$ cat src/inc/scsdc_pkg.sv
//Contract
// - with full-rate select clear, the divisor applies as written to the PLL output pre-divided to 200 MHz.
// - with full-rate select set, the extra LSB goes below the divisor field, giving a 7-bit divisor on the 400 MHz PLL output.
// - the extended divisor field sits at bits 28:23, resets to 0x0F and divides the PLL or the oscillator source as bypass selects.
// - the extended divisor is used only while both the legacy use-divider bit and the override bit are set.
// - the extra divisor LSB at bit 22 resets to 1 and counts only while full-rate select is set.
// - the extra divisor LSB changes only on writes that leave full-rate select set.
// - the PLL power-down bit at bit 13 resets to 1; 1 powers the PLL down, 0 lets it run.
// - the bypass bit at bit 11 resets to 1; set takes the oscillator source, clear takes the PLL, both through the divisor.
// - the oscillator source field at bits 6:4 resets to 1 and decodes main, precision, precision/4, 30 kHz and 32.768 kHz; 4 to 6 are reserved.
// - with the override bit 31 set the extended fields replace the legacy ones, otherwise they are ignored.
// - full-rate select at bit 30 picks a 400 MHz or a 200 MHz PLL reference for divisor decoding.
// - each extended field shares the low bit position of the legacy field it replaces, and may be wider.
package scsdc_pkg;

  localparam int ADDR_W = 8;
  localparam int DATA_W = 32;
  localparam int DIV_W  = 7;
  localparam int OSC_W  = 3;
  localparam int SRC_N  = 8;

  // register byte offsets
  localparam logic [ADDR_W-1:0] OFS_EXT  = 8'h00;
  localparam logic [ADDR_W-1:0] OFS_LEG  = 8'h04;
  localparam logic [ADDR_W-1:0] OFS_STAT = 8'h08;

  // extended register fields
  localparam int EXT_OVR_BIT  = 31;
  localparam int EXT_FULL_BIT = 30;
  localparam int EXT_DIV_HI   = 28;
  localparam int EXT_DIV_LO   = 23;
  localparam int EXT_LSB_BIT  = 22;
  localparam int PD_BIT       = 13;
  localparam int BYP_BIT      = 11;
  localparam int EXT_OSC_HI   = 6;
  localparam int OSC_LO       = 4;

  // legacy register fields, same low bit positions
  localparam int LEG_USEDIV_BIT = 22;
  localparam int LEG_DIV_HI     = 26;
  localparam int LEG_OSC_HI     = 5;

  // status register only
  localparam int STAT_DIVEN_BIT = 31;

  // reserved positions reset to zero, so only live fields are set here
  localparam logic [DATA_W-1:0] EXT_RESET   = 32'h07c0_2810;
  localparam logic [DATA_W-1:0] EXT_RW_MASK = 32'hdf80_2870;
  localparam logic [DATA_W-1:0] LEG_RESET   = 32'h0780_2810;
  localparam logic [DATA_W-1:0] LEG_RW_MASK = 32'h07c0_2830;

  localparam logic [OSC_W-1:0] OSC_MAIN     = 3'h0;
  localparam logic [OSC_W-1:0] OSC_PREC     = 3'h1;
  localparam logic [OSC_W-1:0] OSC_PREC_Q   = 3'h2;
  localparam logic [OSC_W-1:0] OSC_LOW30K   = 3'h3;
  localparam logic [OSC_W-1:0] OSC_EXT32K   = 3'h7;

  typedef struct packed {
    logic                read;
    logic                write;
    logic [ADDR_W-1:0]   address;
    logic [DATA_W-1:0]   writedata;
    logic [DATA_W/8-1:0] byteenable;
  } scsdc_avs_req_s;

  typedef struct packed {
    logic             divide_en;
    logic             full_rate;
    logic [DIV_W-1:0] divisor;
    logic             pll_power_down;
    logic             pll_bypass;
    logic [OSC_W-1:0] osc_source;
  } scsdc_cfg_s;

endpackage : scsdc_pkg

$ cat src/rtl/scsdc_div.sv
`timescale 1ns/10ps
module scsdc_div #(
  parameter int DIV_W = 7
) (
  input  wire logic             clk,       // system clock
  input  wire logic             sys_rst,   // sync reset, active high
  input  wire logic             src_tick,  // one pulse per source period
  input  wire logic             div_en,    // divide by divisor+1
  input  wire logic [DIV_W-1:0] divisor,   // divisor code
  output logic                  tick_q     // divided tick
);

  logic [DIV_W-1:0] cnt_q;

  // a divisor change takes effect at once; a count at or above the new divisor wraps on the next source tick
  always_ff @(posedge clk) begin
    if (sys_rst) begin
      cnt_q <= '0;
    end else if (src_tick) begin
      if (!div_en || cnt_q >= divisor) begin
        cnt_q <= '0;
      end else begin
        cnt_q <= cnt_q + 1'b1;
      end
    end
  end

  always_ff @(posedge clk) begin
    if (sys_rst) begin
      tick_q <= 1'b0;
    end else begin
      tick_q <= src_tick && (!div_en || cnt_q >= divisor);
    end
  end

endmodule : scsdc_div

$ cat src/rtl/scsdc_top.sv
`timescale 1ns/10ps
module scsdc_top
  import scsdc_pkg::*;
(
  input  wire logic                          clk,        // 20 MHz clock
  input  wire logic                          sys_rst,    // sync reset
  input  wire scsdc_pkg::scsdc_avs_req_s     avs_req,    // avalon request
  output logic [scsdc_pkg::DATA_W-1:0]       avs_readdata,    // read data
  output logic                               avs_waitrequest, // stall
  input  wire logic                          pll_tick,   // 400 MHz pll tick
  input  wire logic [scsdc_pkg::SRC_N-1:0]   osc_tick,   // ticks per code
  output scsdc_pkg::scsdc_cfg_s              clk_cfg_q,  // active config
  output logic                               sys_clk_tick // divided tick
);
  import scsdc_pkg::*;

  logic [DATA_W-1:0] ext_q;
  logic [DATA_W-1:0] leg_q;
  logic [OSC_W-1:0]  osc_active_q;
  logic              pll_half_q;
  logic              wait_q;
  logic [DATA_W-1:0] rdata_q;
  scsdc_cfg_s        cfg_d;
  logic              osc_code_ok;
  logic              do_write;
  logic              sel_tick;
  logic [DATA_W-1:0] be_mask;
  logic [DATA_W-1:0] stat_word;

  function automatic logic [DATA_W-1:0] lane_mask(
    input logic [DATA_W/8-1:0] be
  );
    logic [DATA_W-1:0] m;
    m = '0;
    for (int i = 0; i < DATA_W/8; i++) begin
      m[i*8 +: 8] = {8{be[i]}};
    end
    return m;
  endfunction : lane_mask

  function automatic logic [DATA_W-1:0] merge(
    input logic [DATA_W-1:0] old_v,
    input logic [DATA_W-1:0] new_v,
    input logic [DATA_W-1:0] mask
  );
    return (old_v & ~mask) | (new_v & mask);
  endfunction : merge

  function automatic logic osc_valid(input logic [OSC_W-1:0] code);
    logic ok;
    case (code)
      OSC_MAIN, OSC_PREC, OSC_PREC_Q, OSC_LOW30K, OSC_EXT32K: ok = 1'b1;
      default: ok = 1'b0;
    endcase
    return ok;
  endfunction : osc_valid

  // bus handshake: one wait cycle, then the access completes
  assign do_write = avs_req.write && !wait_q;
  assign be_mask  = lane_mask(avs_req.byteenable);

  always_ff @(posedge clk) begin
    if (sys_rst) begin
      wait_q <= 1'b1;
    end else begin
      wait_q <= !((avs_req.read || avs_req.write) && wait_q);
    end
  end

  assign avs_waitrequest = wait_q;

  // extended register, reserved positions never stored
  // reserved ignored
  always_ff @(posedge clk) begin
    if (sys_rst) begin
      ext_q <= EXT_RESET;
    end else if (do_write && avs_req.address == OFS_EXT) begin
      ext_q <= merge(ext_q, avs_req.writedata, be_mask & EXT_RW_MASK);
      // lsb write gated
      // written full-rate value is used so both can go in one write
      if (be_mask[EXT_LSB_BIT] && be_mask[EXT_FULL_BIT]
          && avs_req.writedata[EXT_FULL_BIT]) begin
        ext_q[EXT_LSB_BIT] <= avs_req.writedata[EXT_LSB_BIT];
      end else if (be_mask[EXT_LSB_BIT] && !be_mask[EXT_FULL_BIT]
                   && ext_q[EXT_FULL_BIT]) begin
        ext_q[EXT_LSB_BIT] <= avs_req.writedata[EXT_LSB_BIT];
      end
    end
  end

  always_ff @(posedge clk) begin
    if (sys_rst) begin
      leg_q <= LEG_RESET;
    end else if (do_write && avs_req.address == OFS_LEG) begin
      leg_q <= merge(leg_q, avs_req.writedata, be_mask & LEG_RW_MASK);
    end
  end

  // effective configuration
  always_comb begin
    cfg_d = '0;
    cfg_d.divide_en = leg_q[LEG_USEDIV_BIT];
    if (ext_q[EXT_OVR_BIT]) begin
      cfg_d.full_rate = ext_q[EXT_FULL_BIT];
      if (ext_q[EXT_FULL_BIT]) begin
        cfg_d.divisor = {ext_q[EXT_DIV_HI:EXT_DIV_LO], ext_q[EXT_LSB_BIT]};
      end else begin
        cfg_d.divisor = {1'b0, ext_q[EXT_DIV_HI:EXT_DIV_LO]};
      end
      cfg_d.pll_power_down = ext_q[PD_BIT];
      cfg_d.pll_bypass = ext_q[BYP_BIT];
      cfg_d.osc_source = ext_q[EXT_OSC_HI:OSC_LO];
    end else begin
      cfg_d.full_rate = 1'b0;
      cfg_d.divisor = {3'h0, leg_q[LEG_DIV_HI:EXT_DIV_LO]};
      cfg_d.pll_power_down = leg_q[PD_BIT];
      cfg_d.pll_bypass = leg_q[BYP_BIT];
      cfg_d.osc_source = {1'b0, leg_q[LEG_OSC_HI:OSC_LO]};
    end
  end

  assign osc_code_ok = osc_valid(cfg_d.osc_source);

  // hold valid source
  // switching on a reserved code would leave the mux on a dead input
  always_ff @(posedge clk) begin
    if (sys_rst) begin
      osc_active_q <= OSC_PREC;
    end else if (osc_code_ok) begin
      osc_active_q <= cfg_d.osc_source;
    end
  end

  always_ff @(posedge clk) begin
    if (sys_rst) begin
      clk_cfg_q <= '0;
      clk_cfg_q.divisor <= DIV_W'(EXT_RESET[EXT_DIV_HI:EXT_DIV_LO]);
      clk_cfg_q.pll_power_down <= EXT_RESET[PD_BIT];
      clk_cfg_q.pll_bypass <= EXT_RESET[BYP_BIT];
      clk_cfg_q.osc_source <= OSC_PREC;
    end else begin
      clk_cfg_q <= cfg_d;
      clk_cfg_q.osc_source <= osc_code_ok ? cfg_d.osc_source
                                          : osc_active_q;
    end
  end

  always_ff @(posedge clk) begin
    if (sys_rst) begin
      pll_half_q <= 1'b0;
    end else if (pll_tick) begin
      pll_half_q <= !pll_half_q;
    end
  end

  // no pll ticks while powered down
  always_comb begin
    if (clk_cfg_q.pll_bypass) begin
      sel_tick = osc_tick[clk_cfg_q.osc_source];
    end else if (clk_cfg_q.pll_power_down) begin
      sel_tick = 1'b0;
    end else if (clk_cfg_q.full_rate) begin
      sel_tick = pll_tick;
    end else begin
      sel_tick = pll_tick && pll_half_q;
    end
  end

  scsdc_div #(
    .DIV_W (DIV_W)
  ) u_div (
    .clk      (clk),
    .sys_rst  (sys_rst),
    .src_tick (sel_tick),
    .div_en   (clk_cfg_q.divide_en),
    .divisor  (clk_cfg_q.divisor),
    .tick_q   (sys_clk_tick)
  );

  // status shows what the clock tree really runs on
  always_comb begin
    stat_word = '0;
    stat_word[STAT_DIVEN_BIT] = clk_cfg_q.divide_en;
    stat_word[EXT_FULL_BIT] = clk_cfg_q.full_rate;
    stat_word[EXT_DIV_HI:EXT_LSB_BIT] = clk_cfg_q.divisor;
    stat_word[PD_BIT] = clk_cfg_q.pll_power_down;
    stat_word[BYP_BIT] = clk_cfg_q.pll_bypass;
    stat_word[EXT_OSC_HI:OSC_LO] = clk_cfg_q.osc_source;
  end

  // reserved reads zero
  // read data is loaded in the wait cycle and held until the next read
  always_ff @(posedge clk) begin
    if (sys_rst) begin
      rdata_q <= '0;
    end else if (avs_req.read && wait_q) begin
      case (avs_req.address)
        OFS_EXT:  rdata_q <= ext_q;
        OFS_LEG:  rdata_q <= leg_q;
        OFS_STAT: rdata_q <= stat_word;
        default:  rdata_q <= '0;
      endcase
    end
  end

  assign avs_readdata = rdata_q;

endmodule : scsdc_top

$ cat config.mk
export PLATFORM = sky130hd
export DESIGN_NAME = scsdc_top
export DESIGN_NICKNAME = d
export VERILOG_FILES = /design/src/inc/scsdc_pkg.sv /design/src/rtl/scsdc_div.sv /design/src/rtl/scsdc_top.sv
export SDC_FILE = /design/constraint.sdc
export NUM_CORES = 1
export LEC_CHECK = 0
export BUFFER_PORTS_ARGS = -buffer_cell sky130_fd_sc_hd__buf_4
export CAP_MARGIN = 20
export CORE_MARGIN = 4
export CORE_UTILIZATION = 42
export DETAILED_ROUTE_END_ITERATION = 16
export PLACE_DENSITY = 0.83
export SLEW_MARGIN = 30
export SYNTH_ARGS = -nofsm -noshare
export SYNTH_HDL_FRONTEND = slang
export SYNTH_SLANG_ARGS = --single-unit
$ cat constraint.sdc
create_clock -name clk -period 1.75 [get_ports clk]
set_input_delay 0.35 -clock clk [delete_from_list [all_inputs] [get_ports clk]]
set_output_delay 0.35 -clock clk [all_outputs]
set_load 0.01 [all_outputs]
=== Yosys cells after proc, flatten, opt, wreduce, memory -nomap -nowiden ===
Cells that the tools add are included.

* Register bits after elaboration: 120
* Output and inout bits: 48

* $add $sub $neg: 1
* Magnitude comparators: 2
* Eq/ne operators: 6
* Mux-type cells: 13
* Bitwise logic cells: 10
* Reduce and logical (&&, ||, !) cells: 23

{| class="wikitable"
|+ Operators by type and width
! kind !! number
|-
| 32-bit bitwise AND || 3
|-
| 32-bit one-hot mux with 3 select lines || 1
|-
| 32-bit bitwise OR || 2
|-
| 32-bit by 27-bit bitwise AND with 32-bit output || 1
|-
| 27-bit inverter with 32-bit output || 1
|-
| 32-bit inverter || 1
|-
| 1-bit logical AND || 11
|-
| 9-bit 2-to-1 mux || 1
|-
| 8-bit by 3-bit == test with 1-bit output (second input constant) || 1
|-
| 8-bit by 4-bit == test with 1-bit output (second input constant) || 1
|-
| 8-bit logical NOT || 1
|-
| 7-bit by 1-bit adder with 7-bit output (second input constant) || 1
|-
| 7-bit >= comparator || 1
|-
| 1-bit 2-to-1 mux || 7
|-
| 7-bit 2-to-1 mux || 1
|-
| 3-bit by 2-bit == test with 1-bit output (second input constant) || 2
|-
| 6-bit 2-to-1 mux || 1
|-
| 1-bit logical NOT || 5
|-
| 5-bit OR reduction || 1
|-
| 3-bit by 4-bit < comparator with 1-bit output (second input constant) || 1
|-
| 1-bit binary-select mux with 3-bit select || 1
|-
| 3-bit by 1-bit == test with 1-bit output (second input constant) || 1
|-
| 3-bit == test (second input constant) || 1
|-
| 3-bit logical NOT || 1
|-
| other kinds (5) || 7
|}

=== Logic depth before layout (Yosys ltp) ===
* Depth after elaboration: 6
* Depth in mapped cells: 8

=== Cells and area by module ===
A second synthesis with hierarchy kept.

* Cells, all modules: 349
* Area, all modules: 3095.5 sq um

{| class="wikitable"
|+ Modules (own cells, without submodules)
! module !! times used !! cells an instance !! area each (sq um) !! seq. area each (sq um)
|-
| scsdc_top || 1 || 290 || 2583.7 || 1061.0
|-
| scsdc_div || 1 || 59 || 511.7 || 160.2
|}

=== Worst setup path after synthesis ===
Ideal clock, no wire load.

* Path kind: flip-flop to flip-flop
* From: reg clk_cfg_q[10] (netlist name)
* To: reg u_div.cnt_q[3]
* Data arrival time: 1.956 ns
* Path slack: -0.280 ns
* Stages on the path, launching flop included: 8
* Buffers on the path: 0
* Period minus slack after synthesis: 2.030 ns
* Path through: dfxtp_1 -> inv_1 -> ha_1 -> a21o_1 -> a221o_1 -> a21oi_1 -> or4b_1 -> a31oi_1

* Word-level cells in the longest chain between the ends: 3

{| class="wikitable"
|+ RTL lines
! what !! RTL line !! source
|-
| 7-bit >= comparator || scsdc_div.sv:20 || <nowiki>if (!div_en || cnt_q >= divisor) begin</nowiki>
|-
| 1-bit logical OR || scsdc_div.sv:20 ||
|-
| 7-bit 2-to-1 mux || scsdc_div.sv:20 ||
|-
| to (signal assigned) || scsdc_div.sv:23 || <nowiki>cnt_q <= cnt_q + 1'b1;</nowiki>
|-
| to (decl) || scsdc_div.sv:13 || <nowiki>logic [DIV_W-1:0] cnt_q;</nowiki>
|}

Every way passes these cells.
A chain may end at the register's enable or synchronous reset.

=== Worst setup path after layout ===
* From: reg clk_cfg_q[9] (netlist name)
* To: reg u_div.cnt_q[3]

* Word-level cells in the longest chain between the ends: 3

{| class="wikitable"
|+ RTL lines
! what !! RTL line
|-
| 7-bit >= comparator || scsdc_div.sv:20
|-
| 1-bit logical OR || scsdc_div.sv:20
|-
| 7-bit 2-to-1 mux || scsdc_div.sv:20
|}

Every way passes these cells.

==> PnR_summary.wiki <==
{| class="wikitable"
! Metric !! Value
|-
| Total vias in the final route || ~3,000
|-
| Critical Path End Type || register
|-
| Cell family with the largest share of critical-path delay || compound AO/OA/AOI/OAI gates
|-
| Maximum frequency from static timing analysis || 0.5321 GHz
|-
| Xor-xnor portion of the synthesized cell area || less than 1%
|-
| Hold bufs inserted after CTS || 0
|-
| Clock share of power || between 40% and 50%
|-
| Number of optimization iterations in the first detailed-route pass || 8
|-
| Area taken by multi-input logic gates || 1588 sq um
|-
| Critical path startpoint || clk_cfg_q[9]
|-
| Share of layout cells above drive strength 1 || a little under a third
|-
| Number of nets still failing antenna checks after routing || 0
|-
| Number of synthesized register bits || 61
|-
| Worst hold start || avs_req[45]
|-
| Number of enable flip-flop cells after synthesis || 0
|-
| Max-slew violation count || 0
|-
| Buffers on Ports || slightly below 70
|-
| Area Growth Syn to Fin || 34.43%
|-
| Combinational share of power || under 10%
|-
| Highest net fanout along the worst path || 2
|-
| Final design area excluding fillers || just under 4000 sq um
|-
| Top flip-flop cell by instance count after synthesis || dfxtp_1
|-
| Final RePlAce weighted congestion || roughly 0.86
|-
| Utilization of the core after routing || about 58%
|-
| Dominant combinational cell family by area after synthesis || simple AND/OR/NAND/NOR gates
|-
| Worst Setup Start Kind || register
|-
| Count of unique library cells instantiated by Yosys || 43
|-
| Commonest non-fill, non-tap cells in the layout || 103 x buf_4, 62 x nand2_1, 54 x dfxtp_1
|-
| Pin count of the biggest net entering global routing || 34
|-
| Post-placement cell area || 3724 sq um
|-
| Launch instance of the worst register-to-register path || clk_cfg_q[9]
|-
| Worst slew slack as a fraction of its limit || 59.16%
|-
| Clock sink total || a little over 60
|-
| Required time of the critical path || slightly above 2000 ps
|-
| Ratio of routed vias to standard cells || about 5.4
|-
| Sequential group share of total power || 49.8%
|-
| Starting DRT DRC Count || roughly 300
|-
| Path category of the worst min-delay check || input port to register
|-
| Yosys synthesis warning count || 0
|-
| Proportion of synthesized area in mux cells || 4.851%
|-
| Count of pins on the block boundary || around 110
|-
| Cell type contributing the most total cell area after synthesis || dfxtp_1
|-
| Initial antenna violation count || 0
|-
| Unrepaired setup endpoints after global routing || yes
|-
| Run status || finished, violations left
|-
| Worst Setup Path Type || register to register
|-
| Worst-path clk slew || approximately 70 ps
|-
| Mean routed wirelength per cell || 15.33 um
|-
| HPWL after detailed placement || just over 6 mm
|-
| Final wirelength || approximately 8.3 mm
|-
| Data arrival time of the critical path || roughly 2200 ps
|-
| Die footprint || 8403 sq um
|-
| Area fraction in compound gates after synthesis || between 10% and 20%
|-
| Area share of the largest cell type after synthesis || just over 40%
|-
| Cells along the critical path || inv_2 -> ha_2 -> and3_1 -> a221o_1 -> a21oi_2 -> or4b_1 -> a31oi_1
|-
| Buffers from clock root to sink, at most || 2
|-
| Total core area || between 6000 and 7000 sq um
|-
| Leakage power figure || 1.687 nW
|-
| Minimum setup slack after placement || -217.3 ps
|-
| CTS tree || done
|-
| Worst clock skew || 6.954 ps
|-
| Source-to-sink clock delay at the later pin of the worst-skew pair || between 300 and 400 ps
|-
| Avg Synthesized Cell Area || 8.377 sq um
|-
| Min setup slack post-route || -129.4 ps
|-
| Std-Cell Rows || 30
|-
| Endpoints failing hold || 0
|-
| Count of maximum capacitance violations || 0
|-
| Fraction of the cycle the final worst path needs || 107.4%
|-
| Fraction of power spent switching nets || 22.64%
|-
| Area of the mapped netlist || just under 3000 sq um
|-
| Internal Dissipation || between 0.002 and 0.0025 W
|-
| Die boundary width || between 90 and 100 um
|-
| Leading cell type in the layout, fill and taps excluded || buf_4
|-
| Pwr per Cell Area || just over 700 nW/um^2
|-
| Starting density of the core || between 40% and 50%
|-
| Antenna diode count || 0
|-
| Vias in the first global route || 2,773
|-
| Cell at the root of the clock tree || clkbuf_8
|-
| Cell with the largest stage delay on the worst path || or4b_1
|-
| Remaining Overflow, GRT || 0
|-
| Leading post-synthesis cells by cell area || dfxtp_1 42%, nand2_1 7.9%, nand3_1 6.0%
|-
| Shortest period the worst path allows || 1879 ps
|-
| Share of synthesized registers carrying an async set or reset || 0%
|-
| Wire length of the first global-routing pass || about 13 mm
|-
| FF/Latch Area || between 1000 and 1500 sq um
|-
| Post-synthesis share of cell area spent on full adders, half adders and majority gates || under 10%
|-
| Sequential share of the synthesized area || between 40% and 50%
|-
| Critical path buffer and inverter count || 1
|-
| Worst Max-Slew Pin Slew || between 600 and 700 ps
|-
| Maximum level of the CTS H-tree || 3
|-
| Y dimension of the die || 91.67 um
|-
| Simple-gate share of the synthesized area || about a quarter
|-
| Remaining design rule violation count || 0
|-
| Largest incremental delay on the critical path || 440 ps
|-
| Total global routing track utilization || 20.34%
|-
| Maximum vdd ir drop || ~370 uV
|-
| Gate Count Post-Synth || roughly 350
|-
| Total of endpoints with negative setup slack in the final report || 2
|-
| Overall power || between 0.002 and 0.003 W
|-
| P_sw || about 0.00064 W
|-
| Violated checks || setup timing
|-
| TritonCTS buffer count || 9
|-
| Filler instances || ~570
|-
| Count of nets after finishing || 510
|}
-- worst reg2reg max path, cell delays in order (launching register included) --
cell     delay (ps)
dfxtp_2         320
inv_2            50
ha_2            260
and3_1          150
a221o_1         330
a21oi_2         120
or4b_1          440
a31oi_1         140
-- path summary, 6_finish.rpt --
path | depth (start not counted) | end | slack, ps
max reg2reg | 7 | u_div.cnt_q[3] | -130
min reg2reg | 2 | avs_readdata[26] | 450
min | 2 | avs_waitrequest | 230
max | 7 | u_div.cnt_q[3] | -130
-- power groups by stage --
stage               clock (W)  combinational [W]  sequential (W)
global route          0.00128           0.000228         0.00140
detailed placement          0           0.000205         0.00143
finish                0.00120           0.000209         0.00140
floorplan                   0           0.000116         0.00143
global placement            0           0.000202         0.00143
CTS                   0.00121           0.000207         0.00140
-- kinds of logic after synthesis --
logic type / count (synthesis)
muxes: 11
buffers and inverters: 49
adders and majority gates: 8
AOI/OAI and AO/OA: 73
other: 1
and+or+nand+nor: 147
DFF: 61
xor gates and xnor gates: 1
-- layer usage --
layer | GRT usage (%) | part of all wire [%] | wire length [um] | vias up
li1 | - | - | - | 1405
met1 | 25.22 | 41 | 3449 | 1388
met2 | 32.44 | 47 | 3938 | 139
met3 | 5.086 | 8.4 | 703 | 23
met4 | 10.68 | 3.0 | 248 | 0
met5 | 0 | 0 | 0 | -
-- layout make-up --
type	instances	area share [%]
repair buffers	104	20.07
well taps	96	3.039
multi-input cells	258	40.17
inverters	11	1.045
flip-flops and latches	61	31.12
clock inverters	2	0.8864
clock buffers	12	3.672
-- stage by stage --
| step | hold slack, ps | setup TNS [ps] | instances |
|---|---|---|---|
| after global placement | 441.6 | -682.7 | 530 |
| after CTS | 219.0 | -206.2 | 544 |
| after global routing | 239.0 | -644.6 | 544 |
| final | 227.7 | -133.5 | 544 |
| after detailed placement | 443.4 | -1399 | 530 |
| after floorplan | 444.4 | -833.7 | 368 |
-- synthesized netlist by cell type, types with 8 or more instances --
master	instances
clkbuf_1	15
inv_1	11
nand2_1	62
a222oi_1	9
nand2b_1	11
buf_4	19
ha_1	8
nand3_1	35
a21oi_1	27
mux2i_1	9
o21ai_0	13
nor2_1	13
dfxtp_1	61
-- timing repair --
| item | CTS | global route |
|---|---|---|
| endpoints found under the hold margin | 0 | 0 |
| buffers inserted | 0 | 1 |
| endpoints found under the setup margin | 8 | 8 |
| gates resized for setup | 13 | 3 |
| pin swaps | 4 | 5 |
Power figures use the tool's default switching activity.
